### src/sdl_defines.svh
// constants of the six-channel decimating loader
// assumes inclusion by bare name from the loader and the bench files
`ifndef SDL_DEFINES_SVH
`define SDL_DEFINES_SVH
`define SDL_NUM_CH 6
`define SDL_WORD_W 10
`define SDL_WORD_MSB 9
`define SDL_IDX_W 3
`define SDL_CH_FIRST_UP 3'h0
`define SDL_CH_FIRST_DN 3'h5
`define SDL_LOAD_EDGES 3'h6
`define SDL_FIFO_DEPTH 4
`define SDL_ENTRY_W 13
`define SDL_WORD_RST 10'h000
`endif

### src/sdl_pkg.sv
// types of the six-channel decimating loader
// assumes nothing of its surroundings
package sdl_pkg;
    typedef enum logic [0:0] {
        SDL_SEQ_IDLE = 1'b0,
        SDL_SEQ_LOAD = 1'b1
    } sdl_seq_t;
endpackage

### src/sdl_word_if.sv
// valid/ready carrier for channel-indexed words
// assumes one sender and one receiver on the same clock
`timescale 1ns/1ps
`default_nettype none
interface sdl_word_if #(parameter int WIDTH = 13);
    logic valid;
    logic ready;
    logic [WIDTH-1:0] data;
    modport sender(output valid, output data, input ready);
    modport receiver(input valid, input data, output ready);
endinterface
`default_nettype wire

### src/sdl_fifo.sv
// small fifo between edge capture and channel latches
// assumes synchronous flush and a single clock
`timescale 1ns/1ps
`default_nettype none
module sdl_fifo #(
    parameter int WIDTH = 13,
    parameter int DEPTH = 4
) (
    input wire logic clk_in,
    input wire logic rst_b_in,
    input wire logic flush_in,
    sdl_word_if.receiver push,
    sdl_word_if.sender pop
);
    localparam int AW = $clog2(DEPTH);
    logic [WIDTH-1:0] mem_reg [DEPTH];
    logic [WIDTH-1:0] mem_next [DEPTH];
    logic [AW-1:0] wr_reg, wr_next, rd_reg, rd_next;
    logic [AW:0] cnt_reg, cnt_next;
    logic push_fire, pop_fire;

    assign push.ready = (cnt_reg != (AW+1)'(DEPTH));
    assign pop.valid = (cnt_reg != '0);
    assign pop.data = mem_reg[rd_reg];
    assign push_fire = push.valid && push.ready;
    assign pop_fire = pop.valid && pop.ready;

    always_comb
    begin
        mem_next = mem_reg;
        wr_next = wr_reg;
        rd_next = rd_reg;
        cnt_next = cnt_reg;
        if (flush_in)
        begin
            wr_next = '0;
            rd_next = '0;
            cnt_next = '0;
        end
        else
        begin
            if (push_fire)
            begin
                mem_next[wr_reg] = push.data;
                wr_next = AW'(wr_reg + 1'b1);
            end
            if (pop_fire)
                rd_next = AW'(rd_reg + 1'b1);
            if (push_fire && !pop_fire)
                cnt_next = (AW+1)'(cnt_reg + 1'b1);
            else if (pop_fire && !push_fire)
                cnt_next = (AW+1)'(cnt_reg - 1'b1);
        end
    end

    always_ff @(posedge clk_in or negedge rst_b_in)
    begin
        if (!rst_b_in)
        begin
            for (int i = 0; i < DEPTH; i++)
                mem_reg[i] <= '0;
            wr_reg <= '0;
            rd_reg <= '0;
            cnt_reg <= '0;
        end
        else
        begin
            mem_reg <= mem_next;
            wr_reg <= wr_next;
            rd_reg <= rd_next;
            cnt_reg <= cnt_next;
        end
    end
endmodule // sdl_fifo
`default_nettype wire

### src/sdl_loader.sv
// six-channel decimating loader: edge-stepped latches, parallel transfer
// assumes pixel_clk_in and all controls synchronous to clk_in, which
// samples each pixel clock phase at least twice
//
// Summary of operation
// - ten-bit words, bit nine most significant
// - edge select high rising, low falling
// - each active edge of a loading cycle loads next channel latch
// - direction low from channel 0 up, else 5 down
// - rising mode: start sampled previous rising edge
// - falling mode: start sampled previous falling edge
// - transfer on rising edge copies next falling
// - polarity high above midpoint, low below
// - standby debiases, resumes when released
// - valid start opens six-edge loading cycle
// - standby discards all stored channel words
// - transfer updates all six outputs together
`timescale 1ns/1ps
`default_nettype none
`include "sdl_defines.svh"
module sdl_loader (
    input wire logic clk_in,
    input wire logic rst_b_in,
    input wire logic pixel_clk_in,
    input wire logic edge_select_in,
    input wire logic direction_select_in,
    input wire logic sequence_start_in,
    input wire logic output_transfer_in,
    input wire logic polarity_invert_in,
    input wire logic standby_request_in,
    input wire logic [`SDL_WORD_W-1:0] pixel_word_in,
    output logic load_ready_out,
    output logic sequence_busy_out,
    output logic standby_active_out,
    output logic channel_above_midpoint_out,
    output logic [`SDL_WORD_W-1:0] channel_output_0_out,
    output logic [`SDL_WORD_W-1:0] channel_output_1_out,
    output logic [`SDL_WORD_W-1:0] channel_output_2_out,
    output logic [`SDL_WORD_W-1:0] channel_output_3_out,
    output logic [`SDL_WORD_W-1:0] channel_output_4_out,
    output logic [`SDL_WORD_W-1:0] channel_output_5_out
);
    function automatic logic [`SDL_IDX_W-1:0] next_chan(
        input logic [`SDL_IDX_W-1:0] idx, input logic down);
        next_chan = down ? `SDL_IDX_W'(idx - 1'b1) : `SDL_IDX_W'(idx + 1'b1);
    endfunction

    sdl_word_if #(.WIDTH(`SDL_ENTRY_W)) cap_if ();
    sdl_word_if #(.WIDTH(`SDL_ENTRY_W)) drn_if ();

    sdl_fifo #(.WIDTH(`SDL_ENTRY_W), .DEPTH(`SDL_FIFO_DEPTH)) u_fifo (
        .clk_in(clk_in),
        .rst_b_in(rst_b_in),
        .flush_in(standby_request_in),
        .push(cap_if.receiver),
        .pop(drn_if.sender)
    );

    logic pclk_prev_reg;
    logic rise, fall, active_edge, copy_now;
    sdl_pkg::sdl_seq_t seq_reg, seq_next;
    logic start_seen_reg, start_seen_next;
    logic dir_reg, dir_next;
    logic [`SDL_IDX_W-1:0] chan_reg, chan_next, load_idx;
    logic [`SDL_IDX_W-1:0] left_reg, left_next;
    logic load_now;
    logic xfr_pend_reg, xfr_pend_next;
    logic [`SDL_WORD_W-1:0] latch_reg [`SDL_NUM_CH];
    logic [`SDL_WORD_W-1:0] latch_next [`SDL_NUM_CH];
    logic [`SDL_WORD_W-1:0] out_reg [`SDL_NUM_CH];
    logic [`SDL_WORD_W-1:0] out_next [`SDL_NUM_CH];
    logic above_mid_reg, standby_reg;

    assign rise = pixel_clk_in && !pclk_prev_reg;
    assign fall = !pixel_clk_in && pclk_prev_reg;
    assign active_edge = edge_select_in ? rise : fall;
    // a transfer stalls the drain so the copy sees a settled latch set
    assign copy_now = fall && xfr_pend_reg && !standby_request_in;
    assign load_ready_out = cap_if.ready;
    assign sequence_busy_out = (seq_reg == sdl_pkg::SDL_SEQ_LOAD);
    assign standby_active_out = standby_reg;
    assign channel_above_midpoint_out = above_mid_reg;
    assign channel_output_0_out = out_reg[0];
    assign channel_output_1_out = out_reg[1];
    assign channel_output_2_out = out_reg[2];
    assign channel_output_3_out = out_reg[3];
    assign channel_output_4_out = out_reg[4];
    assign channel_output_5_out = out_reg[5];
    assign cap_if.valid = load_now;
    assign cap_if.data = {load_idx, pixel_word_in};
    assign drn_if.ready = !copy_now;

    // sequencer: a word arriving while the fifo is full is dropped
    always_comb
    begin
        seq_next = seq_reg;
        start_seen_next = start_seen_reg;
        dir_next = dir_reg;
        chan_next = chan_reg;
        left_next = left_reg;
        load_now = 1'b0;
        load_idx = chan_reg;
        if (standby_request_in)
        begin
            seq_next = sdl_pkg::SDL_SEQ_IDLE;
            start_seen_next = 1'b0;
            left_next = '0;
        end
        else if (active_edge)
        begin
            start_seen_next = sequence_start_in;
            if (start_seen_reg)
            begin
                load_now = 1'b1;
                load_idx = direction_select_in ? `SDL_CH_FIRST_DN
                                               : `SDL_CH_FIRST_UP;
                dir_next = direction_select_in;
                chan_next = next_chan(load_idx, direction_select_in);
                left_next = `SDL_IDX_W'(`SDL_LOAD_EDGES - 1'b1);
                seq_next = sdl_pkg::SDL_SEQ_LOAD;
            end
            else if (seq_reg == sdl_pkg::SDL_SEQ_LOAD)
            begin
                load_now = 1'b1;
                chan_next = next_chan(chan_reg, dir_reg);
                left_next = `SDL_IDX_W'(left_reg - 1'b1);
                if (left_reg == `SDL_IDX_W'(1))
                    seq_next = sdl_pkg::SDL_SEQ_IDLE;
            end
        end
    end

    // latches and output stage
    always_comb
    begin
        latch_next = latch_reg;
        out_next = out_reg;
        xfr_pend_next = xfr_pend_reg;
        if (standby_request_in)
        begin
            for (int i = 0; i < `SDL_NUM_CH; i++)
            begin
                latch_next[i] = `SDL_WORD_RST;
                out_next[i] = `SDL_WORD_RST;
            end
            xfr_pend_next = 1'b0;
        end
        else
        begin
            if (drn_if.valid && drn_if.ready)
                latch_next[drn_if.data[`SDL_ENTRY_W-1:`SDL_WORD_W]] =
                    drn_if.data[`SDL_WORD_MSB:0];
            if (rise)
                xfr_pend_next = output_transfer_in;
            else if (copy_now)
                xfr_pend_next = 1'b0;
            if (copy_now)
                out_next = latch_reg;
        end
    end

    always_ff @(posedge clk_in or negedge rst_b_in)
    begin
        if (!rst_b_in)
        begin
            pclk_prev_reg <= 1'b0;
            seq_reg <= sdl_pkg::SDL_SEQ_IDLE;
            start_seen_reg <= 1'b0;
            dir_reg <= 1'b0;
            chan_reg <= '0;
            left_reg <= '0;
            xfr_pend_reg <= 1'b0;
            above_mid_reg <= 1'b0;
            standby_reg <= 1'b0;
            for (int i = 0; i < `SDL_NUM_CH; i++)
            begin
                latch_reg[i] <= `SDL_WORD_RST;
                out_reg[i] <= `SDL_WORD_RST;
            end
        end
        else
        begin
            pclk_prev_reg <= pixel_clk_in;
            seq_reg <= seq_next;
            start_seen_reg <= start_seen_next;
            dir_reg <= dir_next;
            chan_reg <= chan_next;
            left_reg <= left_next;
            xfr_pend_reg <= xfr_pend_next;
            above_mid_reg <= polarity_invert_in;
            standby_reg <= standby_request_in;
            latch_reg <= latch_next;
            out_reg <= out_next;
        end
    end
endmodule // sdl_loader
`default_nettype wire

### config.mk
export PLATFORM = sky130hd
export DESIGN_NAME = sdl_loader
export DESIGN_NICKNAME = d
export VERILOG_FILES = /design/src/sdl_pkg.sv /design/src/sdl_word_if.sv /design/src/sdl_fifo.sv /design/src/sdl_loader.sv
export VERILOG_INCLUDE_DIRS = /design/src /design/src/src
export SDC_FILE = /design/constraint.sdc
export NUM_CORES = 1
export LEC_CHECK = 0
export BUFFER_PORTS_ARGS = -buffer_cell sky130_fd_sc_hd__buf_4
export CORE_MARGIN = 4
export CORE_UTILIZATION = 45
export CTS_CLUSTER_DIAMETER = 80
export DETAILED_ROUTE_END_ITERATION = 6
export SLEW_MARGIN = 10
export SYNTH_ARGS = -nofsm -noshare
export SYNTH_HDL_FRONTEND = slang
export SYNTH_SLANG_ARGS = --single-unit
### constraint.sdc
create_clock -name clk_in -period 3.3 [get_ports clk_in]
set_clock_uncertainty 0.05 [all_clocks]
set_input_delay 0.66 -clock clk_in [delete_from_list [all_inputs] [get_ports clk_in]]
set_output_delay 0.66 -clock clk_in [all_outputs]
set_load 0.005 [all_outputs]
After elaboration in Yosys (flattened, before gate mapping)
Index checks and enable logic that the tools add are counted.
{"block": "classes", "magnitude_cmp": 5, "addsub": 9, "n_mux": 47, "reduce_logical": 29, "n_bitwise": 4, "eq_ne": 2}
{"op": "$mux W60", "count": 4}
{"op": "$bwmux W60", "count": 1}
{"op": "$bwmux W52", "count": 1}
{"op": "$mux W3", "count": 15}
{"op": "$mux W13", "count": 3}
{"op": "$demux W10 S3", "count": 1}
{"op": "$bmux W13 S2", "count": 1}
{"op": "$demux W13 S2", "count": 1}
{"op": "$mux W1", "count": 15}
{"op": "$reduce_bool A3 Y1", "count": 4}
{"op": "$sub A3 B1 Y3 const B", "count": 4}
{"op": "$logic_and A1 B1 Y1", "count": 10}
{"op": "$mux W10", "count": 1}
{"op": "$reduce_bool A2 Y1", "count": 5}
{"op": "$add A3 B1 Y3 const B", "count": 3}
{"op": "$mux W2", "count": 4}
{"op": "$ge A3 B3 Y1 const B", "count": 2}
{"op": "$logic_not A1 Y1", "count": 6}
{"op": "$not A2 Y3", "count": 2}
{"op": "$reduce_and A3 Y1", "count": 2}
{"op": "$add A2 B1 Y2 const B", "count": 2}
{"op": "$ge A4 B4 Y1 const B", "count": 1}
{"op": "$lt A4 B1 Y1 const B", "count": 1}
{"op": "$not A3 Y4", "count": 1}
{"op": "other kinds (5)", "count": 6}
{"block": "totals", "elab_cells": 124, "regBits": 192, "in_bits": 19}

Longest topological paths before layout
{"block": "depth", "depth_word": 12, "mapped_depth": 9}

Hierarchy
A second synthesis with hierarchy kept.
{"block": "hier_totals", "cells_unflattened": 594, "hier_area_um2": 8114.0}
{"mod": "sdl_loader", "area_per_inst_um2": 5256.3, "instances": 1, "seq_area_each_um2": 3328.2, "cells_per_inst": 406}
{"mod": "sdl_fifo", "area_per_inst_um2": 2857.7, "instances": 1, "seq_area_each_um2": 1476.4, "cells_per_inst": 188}

Least setup slack after synthesis
Ideal clock, no wire load.
{"block": "synth_path", "path_type": "input to register", "startpoint": "input pixel_clk_in", "endpoint": "register u_fifo.cnt_reg[2]", "arrival_ns": 2.230, "setup_ns": 0.128, "setup_slack_ns": 0.892, "path_buffers": 1, "required_time_ns": 3.122, "stages": 8, "path_cell_list": "and3b_1 > clkbuf_1 > o211ai_1 > nor2_1 > fa_1 > and4_1 > o21ai_0 > nand3_1"}
{"block": "synth_between", "elab_chain_cells": 10, "elab_cells_between_ends": 18, "classes_between": "mux (5); reduce/logical (13)"}
{"item": "start, declared", "line": "sdl_loader.sv:24", "text": "input wire logic pixel_clk_in,"}
{"item": "parallel branches: the longest is 10 deep, another holds $mux W3"}
{"item": "end signal, assigned", "line": "sdl_fifo.sv:71", "text": "cnt_reg <= cnt_next;"}
{"item": "end, declared", "line": "sdl_fifo.sv:19", "text": "logic [AW:0] cnt_reg, cnt_next;"}
Parallel ways; which one is timed is not known.
A chain may end at the register's enable or synchronous reset.

Worst setup path after layout
{"block": "layout_path", "startpoint": "register pclk_prev_reg", "endpoint": "register u_fifo.cnt_reg[2]"}
{"block": "layout_between", "elab_chain_cells": 9, "elab_cells_between_ends": 18, "classes_between": "mux (5); reduce/logical (13)"}
{"item": "start, declared", "line": "sdl_loader.sv:59", "text": "logic pclk_prev_reg;"}
{"item": "start signal, assigned", "line": "sdl_loader.sv:183", "text": "pclk_prev_reg <= pixel_clk_in;"}
{"item": "$logic_not A1 Y1 or $logic_and A1 B1 Y1 (tied branches)", "line": "sdl_loader.sv:74, sdl_loader.sv:75"}
{"item": "$logic_and A1 B1 Y1 (on tied branches)", "line": "sdl_loader.sv:74, sdl_loader.sv:78"}
{"item": "$mux W1 or $logic_and A1 B1 Y1 (tied branches)", "line": "sdl_loader.sv:76, sdl_loader.sv:78"}
{"item": "$mux W1 or $logic_not A1 Y1 (tied branches)", "line": "sdl_loader.sv:109, sdl_loader.sv:91"}
{"item": "$mux W1 or $logic_and A1 B1 Y1 (tied branches)", "line": "sdl_loader.sv:103, sdl_fifo.sv:26"}
{"item": "$logic_and A1 B1 Y1 or $logic_not A1 Y1 (tied branches)", "line": "sdl_fifo.sv:25, sdl_fifo.sv:49"}
{"item": "$logic_and A1 B1 Y1 or $logic_not A1 Y1 (tied branches)", "line": "sdl_fifo.sv:49, sdl_fifo.sv:51"}
{"item": "$mux W3 or $logic_and A1 B1 Y1 (tied branches)", "line": "sdl_fifo.sv:49, sdl_fifo.sv:51"}
{"item": "$mux W3 or $reduce_bool A3 Y1 (tied branches)"}
Several ways; a longest one is shown, not always the timed one.

==> results.json <==
{
  "start_util": 0.461,
  "drc": 0,
  "routedWlPerCell_um": 20.1,
  "dr.pass1.iters": 5,
  "synthArstFlopShare": 1.00,
  "finalSetupViolCount": 0,
  "crit_arrival_ns": 2.90,
  "nFillCells": 1494,
  "fin_nets": 690,
  "rsz0062_at_grt": "false",
  "r2r_start": "pclk_prev_reg",
  "clk_latency_ns": 0.43,
  "tritoncts": "done",
  "rows": 48,
  "p_per_area_nw_per_um2": 642,
  "cts_buffers": 17,
  "clock-sinks": 192,
  "die_x_um": 142,
  "critPathMaxFanout": 10,
  "post-place-ws_ns": 0.529,
  "hold_viol": 0,
  "synth_most_common_cell": "dfrtp_1",
  "synth_edf_count": 0,
  "slew_headroom": 0.491,
  "grt_max_degree": 71,
  "gr-total-overflow": 0,
  "peakVddDrop_mv": 0.412,
  "cts_setup_buffers": 0,
  "r2r_end": "u_fifo.cnt_reg[2]",
  "yosysTopAreaCell": "dfrtp_1",
  "synthCells": 586,
  "die-area_um2": 20000,
  "htreeDepth": 4,
  "maxCapViolCount": 0,
  "worstHoldPathType": "in2async",
  "grt_pass1_wl_mm": 29.7,
  "dr_total_vias": 5261,
  "yosysSeqAreaShare": 0.599,
  "yosys-top-cells-area": "dfrtp_1, a22o_1, mux2_2",
  "fin_tns_setup_ns": 0,
  "post_synth.cell_area_avg_um2": 13.7,
  "crit_type": "reg2reg",
  "core_um2": 17400,
  "worstSetupEndpointType": "flop",
  "r2r_slack_ns": 0.71,
  "yosys_warnings": 0,
  "die-height_um": 142,
  "antenna_left": 0,
  "synth_top_area_frac": 0.599,
  "seq_area_um2": 4800,
  "ys_top_cells_by_count": "dfrtp_1, a22o_1, mux2_2",
  "fmax_mhz": 386,
  "worstMarginPinSlew_ns": 0.762,
  "startpoint_type": "flop",
  "grtUsageTotal": 0.189,
  "r2r_cells": 7,
  "clkSlewWorstSetupHoldPaths_ns": 0.07,
  "antennaDiodeCount": 0,
  "status": "completed",
  "place_congestion": 0.781,
  "vias_per_cell": 5.86,
  "synth_flop_cell": "dfrtp_1",
  "ys_types": 57,
  "cts_resized": 0,
  "drt_wl_total_mm": 18.1,
  "grt_pass1_vias": 5273,
  "dp_hpwl_mm": 12.7,
  "post-route-period-util": 0.784,
  "required_ns": 3.61,
  "synth_area_um2": 8030,
  "p_leak_nw": 4.62,
  "synth.net_count": 613,
  "min_period_ns": 2.59,
  "yosys_register_bits": 192,
  "worst_slack_ns": 0.712,
  "hold_buffers": 0,
  "ioPinCount": 83,
  "antenna_found_initial": 0,
  "root_buffer": "clkbuf_16",
  "drv_slew": 0,
  "io_buffers": 82,
  "cts.path.max_buffers": 2,
  "largest_reg_flops": 60,
  "layout-area-overhead-vs-synth_pct": 18.1,
  "drive_above_1_share": 0.296,
  "drt_iter0_drc": 247,
  "multi_input_area_um2": 3020
}
## worst max-delay path, cell delays in order (launching register included)
cell and delay, ns:
dfrtp_1 0.55, and3b_1 0.32, o211ai_1 0.45, nor2_1 0.13
fa_1 0.44, a2111oi_0 0.32, o21ai_0 0.14, nand3_1 0.12
## metrics by stage
stage,total power (W),hold WS (ns),instance area [µm²],utilization,instances
4_1_cts,0.00614,0.191,9480,0.544,898
3_3_place_gp,0.00400,0.409,8880,0.510,869
6_report,0.00609,0.177,9480,0.544,898
2_1_floorplan,0.00366,0.314,8030,-,586
5_1_grt,0.00638,0.213,9480,0.544,898
3_5_place_dp,0.00403,0.424,8880,0.510,869
## how the worst max path moves through the flow
stage | end | depth (start not counted) | start
finish | u_fifo.cnt_reg[2] | 7 | pclk_prev_reg
detailed placement | u_fifo.cnt_reg[2] | 8 | pixel_clk_in
global placement | u_fifo.cnt_reg[2] | 8 | pixel_clk_in
CTS | u_fifo.cnt_reg[2] | 7 | pclk_prev_reg
floorplan | u_fifo.cnt_reg[2] | 8 | pixel_clk_in
global route | u_fifo.cnt_reg[2] | 7 | pclk_prev_reg
## layout make-up
| type | instances | share of cell area |
|---|---|---|
| tap | 225 | 0.0297 |
| clock inverter | 11 | 0.0168 |
| sequential | 192 | 0.507 |
| multi-input combinational | 346 | 0.319 |
| inverter | 11 | 0.00436 |
| timing repair buffer | 95 | 0.0770 |
| clock buffer | 18 | 0.0463 |
## cells in the final DEF (no fill, tap or decap), types with 2 or more instances in the layout
master and instances:
clkbuf_16 17, mux2i_1 14, a22o_1 87, clkinvlp_4 3, ha_1 6, inv_1 11
fa_1 2, a32o_1 3, bufinv_16 3, o2bb2ai_1 29, a22oi_1 2, buf_4 93
nor3_2 3, a21oi_2 4, o211a_1 11, or3b_2 2, mux2_2 51, o21ai_0 10
nand3_1 5, a21oi_1 15, a31oi_1 8, o211ai_1 11, a31oi_4 2, nor2_1 11
o2111ai_1 4, nand4_1 2, dfrtp_1 192, or3_1 3, mux4_2 4, nand2_1 24
nand3b_1 2, and2_1 4, xnor2_1 2, nor2b_1 3, clkinv_4 3
## metal layers
layer / GRT usage / vias to the layer above / share of wire
met5: 0 / - / 0
met4: 0.0596 / 0 / 0.016
met3: 0.0374 / 20 / 0.041
met2: 0.283 / 111 / 0.47
met1: 0.278 / 2721 / 0.48
li1: - / 2409 / -
## report_power, final
group          switching, W  internal (W)  total (W)
logic              0.000779      0.000474    0.00125
clock network      0.000888       0.00121    0.00210
registers          0.000183       0.00255    0.00273
total               0.00185       0.00424    0.00609
## logic make-up (layout without fill, tap and decap cells)
| family | after synthesis | in the layout | synth area share |
|---|---|---|---|
| simple gates | 68 | 68 | 0.0493 |
| mux | 69 | 69 | 0.100 |
| compound gates | 198 | 198 | 0.205 |
| flops | 192 | 192 | 0.599 |
| fa+ha+maj | 8 | 8 | 0.0143 |
| buf+inv | 48 | 135 | 0.0291 |
| xor+xnor | 3 | 3 | 0.00327 |
Note: power is estimated with default switching activity, not from simulation.
